**src/common/lslc_defines.svh**
```systemverilog
`ifndef LSLC_DEFINES_SVH
`define LSLC_DEFINES_SVH

// Management register addresses
`define LSLC_ADDR_PLL_SEL   5'h06
`define LSLC_ADDR_DRIVE     5'h07
`define LSLC_ADDR_ERR_CNT   5'h10
`define LSLC_ADDR_LOS_CNT   5'h11
`define LSLC_ADDR_STATUS    5'h12

// Reset values
`define LSLC_RST_PLL_SEL    16'h8115
`define LSLC_RST_DRIVE      16'hdd05

// Reset values of the output flops, one field copy per lane where per lane
`define LSLC_RST_BW         2'h1
`define LSLC_RST_MPY        4'h5
`define LSLC_RST_SWING_ALL  24'hb6_db6d
`define LSLC_RST_LOS_ALL    8'hff
`define LSLC_RST_RATE_ALL   16'h5555
`define LSLC_RST_DE_ALL     32'h0000_0000

// Fields of low_side_pll_lane_select
`define LSLC_BCAST_BIT      15
`define LSLC_SEL_HI         14
`define LSLC_SEL_LO         12
`define LSLC_BW_HI          9
`define LSLC_BW_LO          8
`define LSLC_PLL_ON_BIT     4
`define LSLC_MPY_HI         3
`define LSLC_MPY_LO         0

// Fields of low_side_lane_drive_control
`define LSLC_SWING_HI       14
`define LSLC_SWING_LO       12
`define LSLC_LOS_BIT        11
`define LSLC_TXON_BIT       10
`define LSLC_TXRATE_HI      9
`define LSLC_TXRATE_LO      8
`define LSLC_DE_HI          7
`define LSLC_DE_LO          4
`define LSLC_RXON_BIT       2
`define LSLC_RXRATE_HI      1
`define LSLC_RXRATE_LO      0

// Management frame framing
`define LSLC_LANES          8
`define LSLC_PRE_LEN        6'h20
`define LSLC_HDR_LAST       6'h0c
`define LSLC_TA_LAST        6'h01
`define LSLC_DATA_LAST      6'h0f
`define LSLC_OP_READ        2'h2
`define LSLC_OP_WRITE       2'h1
`define LSLC_HDR_ST_BIT     12
`define LSLC_HDR_OP_HI      11
`define LSLC_HDR_OP_LO      10
`define LSLC_HDR_PHY_HI     9
`define LSLC_HDR_PHY_LO     5
`define LSLC_HDR_REG_HI     4
`define LSLC_HDR_REG_LO     0

`endif

```
**src/common/lslc_pkg.sv**
```systemverilog
package lslc_pkg;
   // Frame states, Gray coded along preamble -> header -> turnaround -> data
   typedef enum logic [1:0] {
      LSLC_PRE  = 2'h0,
      LSLC_HDR  = 2'h1,
      LSLC_TA   = 2'h3,
      LSLC_DATA = 2'h2
   } lslc_state_e;
   typedef logic [2:0]  lslc_lane_t;
   typedef logic [15:0] lslc_word_t;
endpackage

```
**src/core/lslc_core.sv**
```systemverilog
`timescale 1ns/1ps
`include "lslc_defines.svh"

module lslc_core #(
   parameter logic [4:0] PHY_ADDR = 5'h00
) (
   input  wire logic                     clk_in,
   input  wire logic                     sys_rst_in,
   input  wire logic                     mdc_in,
   input  wire logic                     mdio_in,
   output logic                          mdio_out,
   output logic                          mdio_oe_out,
   input  wire logic                     channel_powerdown_n_in,
   input  wire logic                     global_powerdown_in,
   input  wire logic [127:0]             lane_error_counter_in,
   input  wire logic [127:0]             lane_signal_loss_count_in,
   input  wire logic [127:0]             lane_status_word_in,
   output logic                          low_side_pll_on_out,
   output logic [1:0]                    pll_loop_bw_out,
   output logic [3:0]                    pll_multiplier_out,
   output logic [23:0]                   output_swing_out,
   output logic [7:0]                    signal_loss_detect_en_out,
   output logic [7:0]                    tx_lane_on_out,
   output logic [15:0]                   tx_lane_speed_out,
   output logic [31:0]                   deemphasis_level_out,
   output logic [7:0]                    rx_lane_on_out,
   output logic [15:0]                   rx_lane_speed_out
);
   import lslc_pkg::*;

   // Pin filter: accept a new level only once the 2nd and 3rd stages agree
   function automatic logic filt(input logic s2, input logic s3, input logic prev);
      filt = (s2 == s3) ? s2 : prev;
   endfunction

   logic [2:0]  mdc_sync_q,  mdc_sync_d;
   logic [2:0]  mdio_sync_q, mdio_sync_d;
   logic [2:0]  pdn_sync_q,  pdn_sync_d;
   logic        mdc_f_q,     mdc_f_d;
   logic        mdio_f_q,    mdio_f_d;
   logic        pdn_f_q,     pdn_f_d;

   // Input synchronisers and agreement filters
   always_comb begin
      mdc_sync_d  = {mdc_sync_q[1:0], mdc_in};
      mdio_sync_d = {mdio_sync_q[1:0], mdio_in};
      pdn_sync_d  = {pdn_sync_q[1:0], channel_powerdown_n_in};
      mdc_f_d     = filt(mdc_sync_q[1], mdc_sync_q[2], mdc_f_q);
      mdio_f_d    = filt(mdio_sync_q[1], mdio_sync_q[2], mdio_f_q);
      pdn_f_d     = filt(pdn_sync_q[1], pdn_sync_q[2], pdn_f_q);
   end

   // Powerdown level starts low so lanes stay off until the pin is seen high
   always_ff @(posedge clk_in or posedge sys_rst_in) begin
      if (sys_rst_in) begin
         mdc_sync_q  <= 3'h7;
         mdio_sync_q <= 3'h7;
         pdn_sync_q  <= 3'h0;
         mdc_f_q     <= 1'b1;
         mdio_f_q    <= 1'b1;
         pdn_f_q     <= 1'b0;
      end else begin
         mdc_sync_q  <= mdc_sync_d;
         mdio_sync_q <= mdio_sync_d;
         pdn_sync_q  <= pdn_sync_d;
         mdc_f_q     <= mdc_f_d;
         mdio_f_q    <= mdio_f_d;
         pdn_f_q     <= pdn_f_d;
      end
   end

   lslc_state_e state_q, state_d;
   logic [5:0]  cnt_q,   cnt_d;
   logic [12:0] hdr_q,   hdr_d;
   lslc_word_t  shift_q, shift_d;
   logic        out_q,   out_d;
   logic        oe_q,    oe_d;
   logic        rd_q,    rd_d;
   logic        wr_q,    wr_d;
   lslc_word_t  pll_sel_q, pll_sel_d;
   lslc_word_t  drive_q [0:7];
   lslc_word_t  drive_d [0:7];

   logic        mdc_rise;
   logic        hit;
   lslc_lane_t  lane_sel;
   logic [6:0]  lane_base;
   lslc_word_t  rword;
   lslc_word_t  wword;

   // Frame decoder, register file and read mux
   always_comb begin
      state_d   = state_q;
      cnt_d     = cnt_q;
      hdr_d     = hdr_q;
      shift_d   = shift_q;
      out_d     = out_q;
      oe_d      = oe_q;
      rd_d      = rd_q;
      wr_d      = wr_q;
      pll_sel_d = pll_sel_q;
      for (int i = 0; i < `LSLC_LANES; i++) begin
         drive_d[i] = drive_q[i];
      end
      // Host samples on the rising edge, so we act right after each one
      mdc_rise  = mdc_f_d & ~mdc_f_q;
      lane_sel  = pll_sel_q[`LSLC_SEL_HI:`LSLC_SEL_LO];
      lane_base = {lane_sel, 4'h0};
      hit       = hdr_q[`LSLC_HDR_ST_BIT] &&
                  (hdr_q[`LSLC_HDR_PHY_HI:`LSLC_HDR_PHY_LO] == PHY_ADDR);
      wword     = {shift_q[14:0], mdio_f_d};
      case (hdr_q[`LSLC_HDR_REG_HI:`LSLC_HDR_REG_LO])
         `LSLC_ADDR_PLL_SEL: rword = pll_sel_q;
         `LSLC_ADDR_DRIVE:   rword = drive_q[lane_sel];
         `LSLC_ADDR_ERR_CNT: rword = lane_error_counter_in[lane_base +: 16];
         `LSLC_ADDR_LOS_CNT: rword = lane_signal_loss_count_in[lane_base +: 16];
         `LSLC_ADDR_STATUS:  rword = lane_status_word_in[lane_base +: 16];
         default:            rword = 16'h0000;
      endcase
      if (mdc_rise) begin
         case (state_q)
            LSLC_PRE: begin
               if (mdio_f_d) begin
                  cnt_d = (cnt_q == `LSLC_PRE_LEN) ? cnt_q : cnt_q + 6'h01;
               end else if (cnt_q == `LSLC_PRE_LEN) begin
                  state_d = LSLC_HDR;
                  cnt_d   = 6'h00;
               end else begin
                  cnt_d = 6'h00;
               end
            end
            LSLC_HDR: begin
               hdr_d = {hdr_q[11:0], mdio_f_d};
               if (cnt_q == `LSLC_HDR_LAST) begin
                  state_d = LSLC_TA;
                  cnt_d   = 6'h00;
               end else begin
                  cnt_d = cnt_q + 6'h01;
               end
            end
            LSLC_TA: begin
               if (cnt_q != `LSLC_TA_LAST) begin
                  cnt_d = `LSLC_TA_LAST;
                  rd_d  = hit && (hdr_q[`LSLC_HDR_OP_HI:`LSLC_HDR_OP_LO] == `LSLC_OP_READ);
                  wr_d  = hit && (hdr_q[`LSLC_HDR_OP_HI:`LSLC_HDR_OP_LO] == `LSLC_OP_WRITE);
                  oe_d  = rd_d; // Drive the turnaround zero on reads only
                  out_d = 1'b0;
               end else begin
                  state_d = LSLC_DATA;
                  cnt_d   = 6'h00;
                  if (rd_q) begin
                     out_d   = rword[15];
                     shift_d = {rword[14:0], 1'b0};
                  end
               end
            end
            LSLC_DATA: begin
               if (rd_q) begin
                  out_d   = shift_q[15];
                  shift_d = {shift_q[14:0], 1'b0};
               end else begin
                  shift_d = wword;
               end
               if (cnt_q == `LSLC_DATA_LAST) begin
                  if (wr_q) begin
                     if (hdr_q[`LSLC_HDR_REG_HI:`LSLC_HDR_REG_LO] == `LSLC_ADDR_PLL_SEL) begin
                        pll_sel_d = wword;
                     end
                     if (hdr_q[`LSLC_HDR_REG_HI:`LSLC_HDR_REG_LO] == `LSLC_ADDR_DRIVE) begin
                        for (int i = 0; i < `LSLC_LANES; i++) begin
                           if (pll_sel_q[`LSLC_BCAST_BIT]) begin
                              drive_d[i] = wword;
                           end else if (3'(i) == lane_sel) begin
                              drive_d[i] = wword;
                           end
                        end
                     end
                  end
                  state_d = LSLC_PRE;
                  cnt_d   = 6'h00;
                  oe_d    = 1'b0;
                  out_d   = 1'b0;
                  rd_d    = 1'b0;
                  wr_d    = 1'b0;
               end else begin
                  cnt_d = cnt_q + 6'h01;
               end
            end
            default: begin
               state_d = LSLC_PRE;
               cnt_d   = 6'h00;
               oe_d    = 1'b0;
            end
         endcase
      end
   end

   // A fresh preamble is needed for every frame; reset values set all fields
   always_ff @(posedge clk_in or posedge sys_rst_in) begin
      if (sys_rst_in) begin
         state_q   <= LSLC_PRE;
         cnt_q     <= 6'h00;
         hdr_q     <= 13'h0000;
         shift_q   <= 16'h0000;
         out_q     <= 1'b0;
         oe_q      <= 1'b0;
         rd_q      <= 1'b0;
         wr_q      <= 1'b0;
         pll_sel_q <= `LSLC_RST_PLL_SEL;
         for (int i = 0; i < `LSLC_LANES; i++) begin
            drive_q[i] <= `LSLC_RST_DRIVE;
         end
      end else begin
         state_q   <= state_d;
         cnt_q     <= cnt_d;
         hdr_q     <= hdr_d;
         shift_q   <= shift_d;
         out_q     <= out_d;
         oe_q      <= oe_d;
         rd_q      <= rd_d;
         wr_q      <= wr_d;
         pll_sel_q <= pll_sel_d;
         for (int i = 0; i < `LSLC_LANES; i++) begin
            drive_q[i] <= drive_d[i];
         end
      end
   end

   logic        pd;
   logic        pll_on_d;
   logic [1:0]  bw_d;
   logic [3:0]  mpy_d;
   logic [23:0] swing_d;
   logic [7:0]  los_d;
   logic [7:0]  txon_d;
   logic [15:0] txrate_d;
   logic [31:0] de_d;
   logic [7:0]  rxon_d;
   logic [15:0] rxrate_d;

   // Analog controls; powerdown overrides the PLL and lane on enables, one cycle after global_powerdown_in and five cycles after the powerdown pin
   always_comb begin
      pd       = ~pdn_f_q | global_powerdown_in;
      pll_on_d = pll_sel_q[`LSLC_PLL_ON_BIT] & ~pd;
      bw_d     = pll_sel_q[`LSLC_BW_HI:`LSLC_BW_LO];
      mpy_d    = pll_sel_q[`LSLC_MPY_HI:`LSLC_MPY_LO];
      swing_d  = 24'h00_0000;
      los_d    = 8'h00;
      txon_d   = 8'h00;
      txrate_d = 16'h0000;
      de_d     = 32'h0000_0000;
      rxon_d   = 8'h00;
      rxrate_d = 16'h0000;
      for (int i = 0; i < `LSLC_LANES; i++) begin
         swing_d[i*3 +: 3]  = drive_q[i][`LSLC_SWING_HI:`LSLC_SWING_LO];
         los_d[i]           = drive_q[i][`LSLC_LOS_BIT];
         txon_d[i]          = drive_q[i][`LSLC_TXON_BIT] & ~pd;
         txrate_d[i*2 +: 2] = drive_q[i][`LSLC_TXRATE_HI:`LSLC_TXRATE_LO];
         de_d[i*4 +: 4]     = drive_q[i][`LSLC_DE_HI:`LSLC_DE_LO];
         rxon_d[i]          = drive_q[i][`LSLC_RXON_BIT] & ~pd;
         rxrate_d[i*2 +: 2] = drive_q[i][`LSLC_RXRATE_HI:`LSLC_RXRATE_LO];
      end
   end

   // Output flops; PLL and lane on enables start off because the powerdown level starts low
   always_ff @(posedge clk_in or posedge sys_rst_in) begin
      if (sys_rst_in) begin
         low_side_pll_on_out       <= 1'b0;
         pll_loop_bw_out           <= `LSLC_RST_BW;
         pll_multiplier_out        <= `LSLC_RST_MPY;
         output_swing_out          <= `LSLC_RST_SWING_ALL;
         signal_loss_detect_en_out <= `LSLC_RST_LOS_ALL;
         tx_lane_on_out            <= 8'h00;
         tx_lane_speed_out         <= `LSLC_RST_RATE_ALL;
         deemphasis_level_out      <= `LSLC_RST_DE_ALL;
         rx_lane_on_out            <= 8'h00;
         rx_lane_speed_out         <= `LSLC_RST_RATE_ALL;
      end else begin
         low_side_pll_on_out       <= pll_on_d;
         pll_loop_bw_out           <= bw_d;
         pll_multiplier_out        <= mpy_d;
         output_swing_out          <= swing_d;
         signal_loss_detect_en_out <= los_d;
         tx_lane_on_out            <= txon_d;
         tx_lane_speed_out         <= txrate_d;
         deemphasis_level_out      <= de_d;
         rx_lane_on_out            <= rxon_d;
         rx_lane_speed_out         <= rxrate_d;
      end
   end

   assign mdio_out    = out_q;
   assign mdio_oe_out = oe_q;

endmodule

```
**config.mk**
```make
export PLATFORM = sky130hd
export DESIGN_NAME = lslc_core
export DESIGN_NICKNAME = d
export VERILOG_FILES = /design/src/common/lslc_pkg.sv /design/src/core/lslc_core.sv
export VERILOG_INCLUDE_DIRS = /design/src /design/src/common
export SDC_FILE = /design/constraint.sdc
export NUM_CORES = 1
export LEC_CHECK = 0
export ABC_AREA = 1
export BUFFER_PORTS_ARGS = -buffer_cell sky130_fd_sc_hd__buf_2
export CORE_AREA = 2 2 196 198
export CTS_CLUSTER_DIAMETER = 150
export DETAILED_ROUTE_END_ITERATION = 10
export DIE_AREA = 0 0 198 200
export PLACE_DENSITY = 0.7
export SYNTH_ARGS = -nofsm -noshare
export SYNTH_HDL_FRONTEND = slang
export SYNTH_SLANG_ARGS = --single-unit
```
**constraint.sdc**
```tcl
create_clock -name clk_in -period 10.5 [get_ports clk_in]
set_clock_uncertainty 0.15 [all_clocks]
set_input_delay 2.1 -clock clk_in [delete_from_list [all_inputs] [get_ports clk_in]]
set_output_delay 2.1 -clock clk_in [all_outputs]
set_load 0.05 [all_outputs]
```
== Word level (Yosys, flattened, before mapping) ==
Cells that the tools add are included.

* Bits in registers: 315
* Bits in latches: 0
* Memory bits (read-only): 0
* Logic and storage cells: 172
* Memory bits (writable): 0
* Memories: 0

* Reduce and logical (&&, ||, !) cells: 30
* Mux-type cells: 48
* Divide/modulo/power cells: 0
* Multipliers: 0
* Add/subtract/negate cells: 1
* Equal/unequal tests: 34
* Magnitude comparators: 1
* Bitwise operators: 23
* Shift-type cells: 3

{| class="wikitable"
|+ Operators with widths
! cell !! count
|-
| $shiftx A128 B8 Y16 || 3
|-
| $mux W16 || 20
|-
| $pmux W16 S5 || 1
|-
| $reduce_and A6 Y1 || 9
|-
| $bmux W16 S3 || 1
|-
| $pmux W16 S2 || 1
|-
| $mux W6 || 4
|-
| $pmux W6 S4 || 1
|-
| $and A1 B1 Y1 || 18
|-
| $reduce_bool A2 Y1 || 9
|-
| $eq A5 B5 Y1 const B || 3
|-
| $ne A2 B2 Y1 const B || 7
|-
| $eq A3 B3 Y1 const A || 4
|-
| $eq A6 B4 Y1 const B || 2
|-
| $reduce_and A4 Y1 || 3
|-
| $mux W1 || 11
|-
| $eq A5 B3 Y1 const B || 2
|-
| $mux W2 || 5
|-
| $ne A3 B3 Y1 const B || 3
|-
| $pmux W2 S4 || 1
|-
| $add A6 B1 Y6 const B || 1
|-
| $eq A2 B2 Y1 const B || 3
|-
| $eq A2 B3 Y1 const A || 2
|-
| $eq A6 B6 Y1 const B || 1
|-
| other kinds (15) || 25
|}

== Logic depth before layout (Yosys ltp) ==
Gate-level depths: netlist (run 1).

* Word-level depth: 8
* Mapped depth: 16
* Depth with buffers taken out: 15

== Least setup slack after synthesis (run 1) ==
No wires, ideal clock.

* Kind: input-to-reg
* Start point: input port lane_status_word_in[109]
* End point: register shift_q[14]
* Buffers on the path: 0
* Stages: 12
* Arrival time: 2,800 ps
* Setup slack: 7,472 ps
* Cell sequence: nand4_1 -> nand2_1 -> inv_1 -> nand2_1 -> nand2_1 -> nand3_1 -> nand2_1 -> nand3_1 -> nand2_1 -> nand2_1 -> nand2_1 -> a21oi_1

* Word-level cells in the longest chain between the ends: 5

{| class="wikitable"
|+ RTL lines
! element !! line !! source
|-
| start: declaration || lslc_core.sv:17 || <nowiki>input wire logic [127:0] lane_status_word_in,</nowiki>
|-
| $shiftx A128 B8 Y16 || lslc_core.sv:117 || <nowiki>`LSLC_ADDR_STATUS: rword = lane_status_word_in[lane_base +: 16];</nowiki>
|-
| $pmux W16 S5 || lslc_core.sv:112 || <nowiki>case (hdr_q[`LSLC_HDR_REG_HI:`LSLC_HDR_REG_LO])</nowiki>
|-
| $mux W16 || lslc_core.sv:151 || <nowiki>if (rd_q) begin</nowiki>
|-
| $mux W16 || lslc_core.sv:142 || <nowiki>if (cnt_q != `LSLC_TA_LAST) begin</nowiki>
|-
| $pmux W16 S2 || lslc_core.sv:121 || <nowiki>case (state_q)</nowiki>
|-
| end signal: assignment || lslc_core.sv:217 || <nowiki>shift_q <= shift_d;</nowiki>
|-
| end: declaration || lslc_core.sv:75 || <nowiki>lslc_word_t shift_q, shift_d;</nowiki>
|}

No other way between the ends. The select of a mux whose other input is x is not followed.
A chain may end at the register's enable or synchronous reset.

== Final worst setup path (run 1) ==
* Start point: register hdr_q[2]
* End point: register shift_q[9]

* Word-level cells in the longest chain between the ends: 5
* Elaborated cells between the ends (all ways): 9

{| class="wikitable"
|+ RTL lines
! element !! line !! source
|-
| start: declaration || lslc_core.sv:74 || <nowiki>logic [12:0] hdr_q, hdr_d;</nowiki>
|-
| start signal: assignment || lslc_core.sv:216 || <nowiki>hdr_q <= hdr_d;</nowiki>
|-
| $eq A5 B5 Y1 / $eq A5 B3 Y1 (equally long branches) || lslc_core.sv:112 ||
|-
| $pmux W16 S5 (*) || lslc_core.sv:112 ||
|-
| $mux W16 (*) || lslc_core.sv:151 ||
|-
| $mux W16 (*) || lslc_core.sv:142 ||
|-
| $pmux W16 S2 (*) || lslc_core.sv:121 ||
|}

Mark *: on every way between the ends. The rest lies on a longest branch, timed or not. The select of a mux whose other input is x is not followed.

==> results of run 1 <==
## path summary, 6_finish.rpt
kind | startpoint | slack (ns) | to
min in group asynchronous | sys_rst_in | 1.55 | hdr_q[4]
hold reg to reg | mdio_sync_q[0] | 0.21 | mdio_sync_q[1]
max in group asynchronous | sys_rst_in | 7.28 | drive_q[29]
setup reg to reg | hdr_q[2] | 6.70 | shift_q[9]
setup / recovery | hdr_q[2] | 6.70 | shift_q[9]
hold / removal | mdio_sync_q[0] | 0.21 | mdio_sync_q[1]
## metal layers
metal / part of all wire / up-vias / wire (um) / GRT usage
met4: 0.053 / 0 / 3420 / 0.187
met1: 0.40 / 7484 / 25700 / 0.419
met2: 0.46 / 903 / 30000 / 0.506
li1: - / 7157 / - / -
met5: 0 / - / 0 / 0
met3: 0.090 / 154 / 5870 / 0.0526
## registers in the layout (all words and copies together), names as in the netlist, 3 cells and up
register / cells
mdio_sync_q: 3
rx_lane_speed_out: 16
shift_q: 16
mdc_sync_q: 3
deemphasis_level_out: 32
hdr_q: 13
output_swing_out: 24
signal_loss_detect_en_out: 8
cnt_q: 6
tx_lane_on_out: 8
drive_q: 96
pll_sel_q: 16
rx_lane_on_out: 8
tx_lane_speed_out: 16
pll_multiplier_out: 4
pdn_sync_q: 3
de_d: 32
## stage by stage
| stage | util | instances |
|---|---|---|
| global route | 0.511 | 2875 |
| CTS | 0.510 | 2855 |
| floorplan | - | 1864 |
| global placement | 0.482 | 2797 |
| finish | 0.511 | 2879 |
| detailed placement | 0.482 | 2797 |
## power by group
part	switching (uW)	internal (uW)
Combinational	82.3	67.1
Sequential	6.73	1230
Clock	485	648
Total	574	1940
## cell families (layout without fill, tap and decap cells)
logic type,count (synthesis),count (layout),share of synthesized area
other,0,24,0
adder cells (fa/ha/maj),4,4,0.00314
AO/OA/AOI/OAI,382,382,0.142
multiplexers,1,1,0.000744
buffers and inverters,212,692,0.0619
AND/OR/NAND/NOR,950,950,0.261
flip-flops,315,315,0.530
## area by class of cell
class / instances / area (um2) / area share
sequential: 315 / 8030 / 0.420
inverter: 98 / 374 / 0.0196
tap: 511 / 639 / 0.0334
multi-input combinational: 1337 / 6200 / 0.324
clock inverter: 23 / 221 / 0.0116
antenna: 24 / 60.1 / 0.00314
timing repair buffer: 536 / 2760 / 0.144
clock buffer: 35 / 831 / 0.0434
## critical path, stage by stage, from the launching register on
cell	delay, ns
dfrtp_1	0.42
nor2_4	0.22
nand2_2	0.12
nor2_4	0.79
buf_4	0.79
nand2_1	0.11
nand3_1	0.15
nand3_1	0.13
o21ai_0	0.36
nand3_1	0.13
nand3_1	0.10
nand2_1	0.07
a21boi_1	0.12
## cells in the final DEF (no fill, tap or decap), types with 3 or more instances in the layout
cell,n
clkbuf_16,31
dfrtp_1,194
a21oi_1,58
a41oi_1,12
nand4_1,25
clkinvlp_4,4
a22oi_1,17
ha_1,3
o22ai_1,60
buf_4,25
inv_4,3
diode_2,24
o32ai_1,6
o21ai_1,35
inv_2,7
o211ai_1,3
nand2_1,648
a31oi_1,5
clkbuf_8,4
a21boi_1,8
inv_6,3
nor2_1,65
nand3_1,184
bufinv_16,3
clkinv_2,10
dfstp_2,120
buf_2,510
nor2_4,5
o21ai_0,171
inv_1,89
nor3_1,9
==> flow_metrics.py, run 1 <==
metrics = {
    "run_status": {
        "outcome": "finished clean",
    },
    "synth": {
        "yosys-top-cells-area": "dfrtp_1 32%, dfstp_2 21%, nand2_1 16%, nand3_1 6.1%, o21ai_0 5.7%",
        "synth-edff-count": 0,
        "synth_seq_cells": 315,
        "ys_seq_area_frac": 0.530,
        "async_reset_ff_frac": 1.00,
        "syn_nets": 2257,
        "synth_area_per_cell_um2": 8.12,
        "synth_common_cells": "649 x nand2_1, 195 x dfrtp_1, 184 x nand3_1",
        "synth_top_area_frac": 0.322,
        "synth_area_um2": 15100,
        "synthCells": 1864,
        "post-synth-top-count-cell": "nand2_1",
        "ys_warn_count": 0,
        "ys.flop_type": "dfrtp_1",
        "ys_types": 47,
        "yosysTopAreaCell": "dfrtp_1",
    },
    "timing": {
        "fin_ws_ns": 6.70,
        "slew_viol_final": 0,
        "setup_viol": 0,
        "rsz0062_at_grt": "false",
        "max_freq_mhz": 263,
        "setup_tns_ns": 0,
        "period_share": 0.362,
        "max_slew_margin": 0.235,
        "whs_ns": 0.207,
        "fin_crit_ns": 3.80,
        "tightest_slew_ns": 1.15,
        "finalHoldViolations": 0,
    },
    "grt": {
        "gr-total-overflow": 0,
        "antenna_found_initial": 33,
        "grt_usage": 0.320,
        "grt_pass1_wl_um": 93300,
        "grt_pass1_vias": 15000,
        "grt_max_degree": 191,
    },
    "cts": {
        "htreeDepth": 1,
        "cts_resized": 0,
        "clk_latency_ns": 0.57,
        "clk_pin_slew_ns": 0.07,
        "cts_tree": "built",
        "clock-sinks": 315,
        "clk_path_buf_depth": 3,
        "postCtsSetupBuffers": 0,
        "cts_hold_buffers": 0,
        "root_buffer": "clkbuf_16",
        "cts_made_buffers": 31,
    },
    "final_layout": {
        "nets": 2712,
        "n_fill_cell": 3606,
        "area_delta_synth_final_pct": 26.3,
        "stdcell_area_um2": 19100,
        "drive_gt1_frac": 0.317,
    },
    "critical_path": {
        "cp_data_required_time_ns": 10.84,
        "critPathLaunchType": "register",
        "path_max_fanout": 81,
        "reg2reg_depth": 12,
        "critPathKind": "register to register",
        "end_kind": "register",
        "cp.arrival_ns": 4.14,
    },
    "pwr": {
        "leakage_uw": 0.00874,
        "vdd_drop_max_v": 0.000128,
        "power_density_nw_per_um2": 132,
        "p_total_uw": 2510,
    },
    "detailed_routing": {
        "drt_iter0_drc": 1638,
        "vias_per_cell": 5.45,
        "wl_per_cell_um": 22.6,
        "drc": 0,
        "vias": 15700,
        "antenna_left": 0,
        "drt_pass1_iterations": 7,
        "wl_um": 65000,
    },
    "placed_design": {
        "port_buffers": 510,
        "placed_area_um2": 18000,
        "dpl_worst_slack_ns": 6.63,
        "place.gp.congestion": 0.987,
        "dp_hpwl_um": 46600,
    },
    "hold_path": {
        "holdPathStages": 0,
        "holdCritPathClass": "register to register",
    },
    "floorplanning": {
        "dieArea_um2": 39600,
        "ioPinCount": 511,
        "initial_utilization": 0.405,
        "core-area_um2": 37400,
        "die_w_um": 198,
        "fp.dieH_um": 200,
        "fp-row-count": 71,
    },
    "job": {
        "maxCapViolations": 0,
    },
}
(Power assumes the default switching activity.)
==> inputs of run 2 (changes only) <==
==> constraint.sdc (replaced) <==
create_clock -name clk_in -period 3.25 [get_ports clk_in]
set_clock_uncertainty 0.15 [all_clocks]
set_input_delay 0.65 -clock clk_in [delete_from_list [all_inputs] [get_ports clk_in]]
set_output_delay 0.65 -clock clk_in [all_outputs]
set_load 0.05 [all_outputs]
==> run 2 against run 1 <==
Effect of this change:
- the flow now finishes with violations (negative hold slack)
- routed wire length increased by 4.2%
- sequential power rose to 3.2 times the previous value
- cell area increased by 2.0%
- global-route usage increased by 1.7 points
- clock power rose to 3.3 times the previous value
- largest cell class unchanged
- largest power group unchanged
==> flow_metrics.py, run 2 (synthesized netlist as in run 1, its figures left out) <==
metrics = {
    "critical_path": {
        "rr_startpoint": "pll_sel_q[12]",
        "critPathKind": "register to register",
        "cp_slowest_cell": "inv_2",
        "cpMostUsedCell": "nand2_1",
        "path_delay_family": "compound AO/OA/AOI/OAI gates",
        "worst-path-buf-inv": 1,
        "path_max_fanout": 28,
        "path_cells": "nor2_4, inv_2, o22ai_1, o21ai_0, nand2_1, a21oi_1, nand2_1, nand2_1, nand2_1, a21oi_1",
        "slowest_delay_ns": 0.58,
        "cp_data_required_time_ns": 3.60,
        "critPathLaunchType": "register",
        "crit_path_start": "pll_sel_q[12]",
        "end_kind": "register",
        "cp.arrival_ns": 3.14,
    },
    "placed_design": {
        "place.gp.congestion": 0.962,
        "dp_hpwl_um": 51100,
        "port_buffers": 510,
        "placedCellCount": 2818,
    },
    "grt": {
        "grt_pass1_wl_um": 97800,
        "antenna_found_initial": 32,
        "grt_usage": 0.337,
        "grt_max_degree": 107,
        "gr-total-overflow": 0,
        "grt_pass1_vias": 15400,
    },
    "detailed_routing": {
        "met3_length_um": 4880,
        "antenna_left": 0,
        "vias_per_cell": 5.43,
        "wl_per_cell_um": 23.3,
        "drt_iter0_drc": 1487,
        "drt_pass1_iterations": 8,
        "wl_um": 67700,
        "dr_wl_met2_um": 31900,
        "wl_met1_um": 27200,
        "drc": 0,
        "highest_layer": "met5",
        "vias": 15800,
    },
    "floorplanning": {
        "die_w_um": 198,
        "core-area_um2": 37400,
        "initial_utilization": 0.405,
        "fp-row-count": 71,
        "ioPinCount": 511,
        "dieArea_um2": 39600,
        "fp.dieH_um": 200,
    },
    "pwr": {
        "p_sw_uw": 1840,
        "p_clk_frac": 0.450,
        "vdd_drop_max_v": 0.000443,
        "p_comb_frac": 0.063,
        "seqPwrFrac": 0.487,
        "leakage_uw": 0.00893,
        "p_total_uw": 8190,
        "intPower_uw": 6340,
        "power_density_nw_per_um2": 420,
        "switching_share": 0.225,
    },
    "final_layout": {
        "final_common_cell": "nand2_1",
        "regMostFlops": "drive_q",
        "nets": 2733,
        "final_cells": 2903,
        "largest_reg_flops": 96,
        "fin_util": 0.521,
        "final_cell_mix": "648 x nand2_1, 510 x buf_2, 194 x dfrtp_1",
        "area_delta_synth_final_pct": 28.8,
        "drive_gt1_frac": 0.321,
        "n_fill_cell": 3592,
    },
    "cts": {
        "htreeDepth": 1,
        "postCtsSetupBuffers": 0,
        "cts_hold_buffers": 0,
        "cts_made_buffers": 31,
        "clock-sinks": 315,
        "cts_resized": 0,
        "cts_tree": "built",
        "clk_path_buf_depth": 3,
        "clk_latency_ns": 0.57,
        "root_buffer": "clkbuf_16",
        "clk_pin_slew_ns": 0.07,
    },
    "timing": {
        "whs_ns": -0.00231,
        "max_slew_margin": 0.451,
        "setup_viol": 0,
        "max_freq_mhz": 359,
        "rsz0062_at_grt": "false",
        "period_share": 0.857,
        "finalHoldViolations": 1,
        "tightest_slew_ns": 0.823,
        "setup_tns_ns": 0,
        "fin_crit_ns": 2.78,
        "slew_viol_final": 0,
    },
    "job": {
        "maxCapViolations": 0,
    },
    "hold_path": {
        "holdCritPathClass": "input port to async pin",
    },
    "run_status": {
        "outcome": "complete, but fails checks",
        "violations": "negative hold slack",
    },
}
[run 2: cell count changes in the layout (fill, tap and decap cells not counted), moves of 2 or more]
cell and delta:
buf_4 +5, diode_2 +3, clkbuf_16 +2, inv_6 -2, clkbuf_8 +2, buf_12 +16, clkinv_4 +2, clkbuf_1 +5
clkinv_2 -4, clkinvlp_4 -3
[run 2: final cells by class]
cell class	count	area, um2	area share
sequential	315	8030	0.412
antenna	27	67.6	0.00346
tap	511	639	0.0328
clock buffer	44	927	0.0475
inverter	98	374	0.0192
clock inverter	14	138	0.00706
timing repair buffer	557	3120	0.160
multi-input combinational	1337	6200	0.318
[run 2: final timing paths]
| check | end | slack (ns) | cells past startpoint |
|---|---|---|---|
| setup reg to reg | shift_q[5] | 0.47 | 10 |
| max in group asynchronous | drive_q[92] | 2.02 | 3 |
| min in group clk_in | mdio_sync_q[0] | 0.04 | 1 |
| hold / removal | pdn_sync_q[1] | -0.002 | 2 |
| setup / recovery | shift_q[5] | 0.47 | 10 |
| hold reg to reg | mdio_sync_q[1] | 0.20 | 0 |
[run 2: power groups by stage]
stage | sequential (uW) | combinational, uW | clock (uW)
2_1_floorplan | 4040 | 160 | 0
3_3_place_gp | 4040 | 502 | 0
3_5_place_dp | 4050 | 511 | 0
4_1_cts | 3980 | 514 | 3720
5_1_grt | 3980 | 568 | 3890
6_report | 3980 | 518 | 3690
[run 2: routing by layer]
layer,global-route usage,vias to the layer above
met5,0,-
met4,0.190,4
met3,0.0474,131
met2,0.550,787
met1,0.435,7648
li1,-,7205
[run 2: metrics by stage]
stage	worst slack [ns]	cell area, um2
floorplan	-1.65	15100
CTS	0.521	19400
detailed placement	0.528	18400
global placement	0.616	18400
finish	0.466	19500
global route	0.243	19500
==> inputs of run 3 (changes only) <==
--- a/config.mk
+++ b/config.mk
@@ -12,7 +12,7 @@
 export CTS_CLUSTER_DIAMETER = 150
 export DETAILED_ROUTE_END_ITERATION = 10
 export DIE_AREA = 0 0 198 200
-export PLACE_DENSITY = 0.7
+export PLACE_DENSITY = 0.67
 export SYNTH_ARGS = -nofsm -noshare
 export SYNTH_HDL_FRONTEND = slang
 export SYNTH_SLANG_ARGS = --single-unit
==> constraint.sdc (replaced) <==
create_clock -name clk_in -period 3.4 [get_ports clk_in]
set_clock_uncertainty 0.15 [all_clocks]
set_input_delay 0.68 -clock clk_in [delete_from_list [all_inputs] [get_ports clk_in]]
set_output_delay 0.68 -clock clk_in [all_outputs]
set_load 0.05 [all_outputs]
==> run 3 against run 2 <==
Effect of this change:
- global-route usage decreased by 0.78 points
- utilization unchanged
- largest power group unchanged
- cell area unchanged
- the flow now finishes without violations
- first-iteration DRC count decreased by 10%
==> flow_metrics.py, run 3 (synthesized netlist as in run 1, its figures left out) <==
metrics = {
    "run_status": {
        "outcome": "finished clean",
    },
    "final_layout": {
        "final_cells": 2906,
        "drive_gt1_frac": 0.321,
        "regMostFlops": "drive_q",
        "final_cell_mix": "649 x nand2_1, 510 x buf_2, 194 x dfrtp_1",
        "area_delta_synth_final_pct": 28.8,
        "largest_reg_flops": 96,
        "nets": 2734,
        "stdcell_area_um2": 19500,
        "final_common_cell": "nand2_1",
    },
    "grt": {
        "grt_pass1_wl_um": 95900,
        "grt_pass1_vias": 15200,
        "grt_max_degree": 128,
        "gr-total-overflow": 0,
        "grt_usage": 0.329,
        "antenna_found_initial": 35,
    },
    "detailed_routing": {
        "antenna_left": 0,
        "wl_per_cell_um": 22.9,
        "drt_pass1_iterations": 6,
        "vias_per_cell": 5.44,
        "drc": 0,
        "vias": 15800,
        "wl_um": 66600,
        "drt_iter0_drc": 1334,
    },
    "critical_path": {
        "critPathLaunchType": "register",
        "cp_slowest_cell": "dfrtp_1",
        "cpMostUsedCell": "nand3_1",
        "path_max_fanout": 54,
        "cp.arrival_ns": 3.10,
        "end_kind": "register",
        "critPathKind": "register to register",
        "path_cells": "inv_2, nor2_2, nand3_4, inv_4, buf_12, nand2_1, nand3_1, nand3_1, o21ai_0, nand3_1, nand3_1, nand2_1, a21boi_1",
        "slowest_delay_ns": 0.45,
        "cp_data_required_time_ns": 3.67,
    },
    "cts": {
        "root_buffer": "clkbuf_16",
        "cts_tree": "built",
        "cts_hold_buffers": 1,
        "clk_latency_ns": 0.51,
        "clock-sinks": 315,
        "postCtsSetupBuffers": 0,
        "cts_resized": 0,
        "cts_made_buffers": 34,
        "htreeDepth": 2,
        "clk_path_buf_depth": 3,
        "clk_pin_slew_ns": 0.06,
    },
    "placed_design": {
        "dp_hpwl_um": 50100,
        "port_buffers": 510,
        "place.gp.congestion": 0.976,
        "placedCellCount": 2815,
        "placed_area_um2": 18300,
    },
    "timing": {
        "max_freq_mhz": 354,
        "max_slew_margin": 0.428,
        "whs_ns": 0.126,
        "setup_viol": 0,
        "slew_viol_final": 0,
        "finalHoldViolations": 0,
        "setup_tns_ns": 0,
        "period_share": 0.832,
        "rsz0062_at_grt": "false",
        "tightest_slew_ns": 0.856,
        "fin_crit_ns": 2.83,
    },
    "floorplanning": {
        "initial_utilization": 0.405,
        "core-area_um2": 37400,
        "fp.dieH_um": 200,
        "die_w_um": 198,
        "fp-row-count": 71,
        "ioPinCount": 511,
        "dieArea_um2": 39600,
    },
    "hold_path": {
        "holdCritPathClass": "input port to register",
    },
    "pwr": {
        "vdd_drop_max_v": 0.000365,
        "power_density_nw_per_um2": 415,
        "p_total_uw": 8080,
        "leakage_uw": 0.00892,
    },
    "job": {
        "maxCapViolations": 0,
    },
}
run 3: layer usage:
metal / up-vias / wire [um] / global-route usage
li1: 7198 / - / -
met1: 7651 / 26600 / 0.423
met2: 808 / 31100 / 0.542
met3: 161 / 5040 / 0.0447
met4: 2 / 3880 / 0.184
met5: - / 17 / 0
run 3: path summary, 6_finish.rpt:
| kind | slack [ns] | from | depth (start not counted) | endpoint |
|---|---|---|---|---|
| worst min-delay path | 0.13 | mdio_in | 1 | mdio_sync_q[0] |
| max in group asynchronous | 1.55 | sys_rst_in | 5 | drive_q[24] |
| min in group asynchronous | 0.55 | sys_rst_in | 3 | cnt_q[0] |
| worst max register to register | 0.57 | hdr_q[0] | 13 | shift_q[8] |
| worst max-delay path | 0.57 | hdr_q[0] | 13 | shift_q[8] |
| worst min register to register | 0.20 | mdio_sync_q[0] | 0 | mdio_sync_q[1] |
run 3: power breakdown:
group	switching (uW)	internal (uW)	total (uW)
sequential	21.4	3780	3810
combinational	262	217	478
clock	1520	2280	3800
run 3: critical path: cells and delay by family, from the launching register on:
kind,cells,cell delay [ns]
AND/OR/NAND/NOR,8,0.89
buffers and inverters,3,0.76
flip-flops,1,0.45
AO/OA/AOI/OAI,2,0.44
run 3: per-stage QoR:
step | setup slack, ns | utilization
global placement | 0.583 | 0.488
global route | 0.352 | 0.521
finish | 0.572 | 0.521
floorplan | -1.53 | -
detailed placement | 0.581 | 0.488
CTS | 0.563 | 0.519
run 3: area by class of cell:
| type | instances | area (um2) |
|---|---|---|
| antenna | 29 | 72.6 |
| inverter | 98 | 374 |
| multi-input combinational | 1337 | 6200 |
| tap | 511 | 639 |
| fill | 3644 | 17900 |
| clock inverter | 17 | 181 |
| timing repair buffer | 555 | 3020 |
| clock buffer | 44 | 981 |
| sequential | 315 | 8030 |
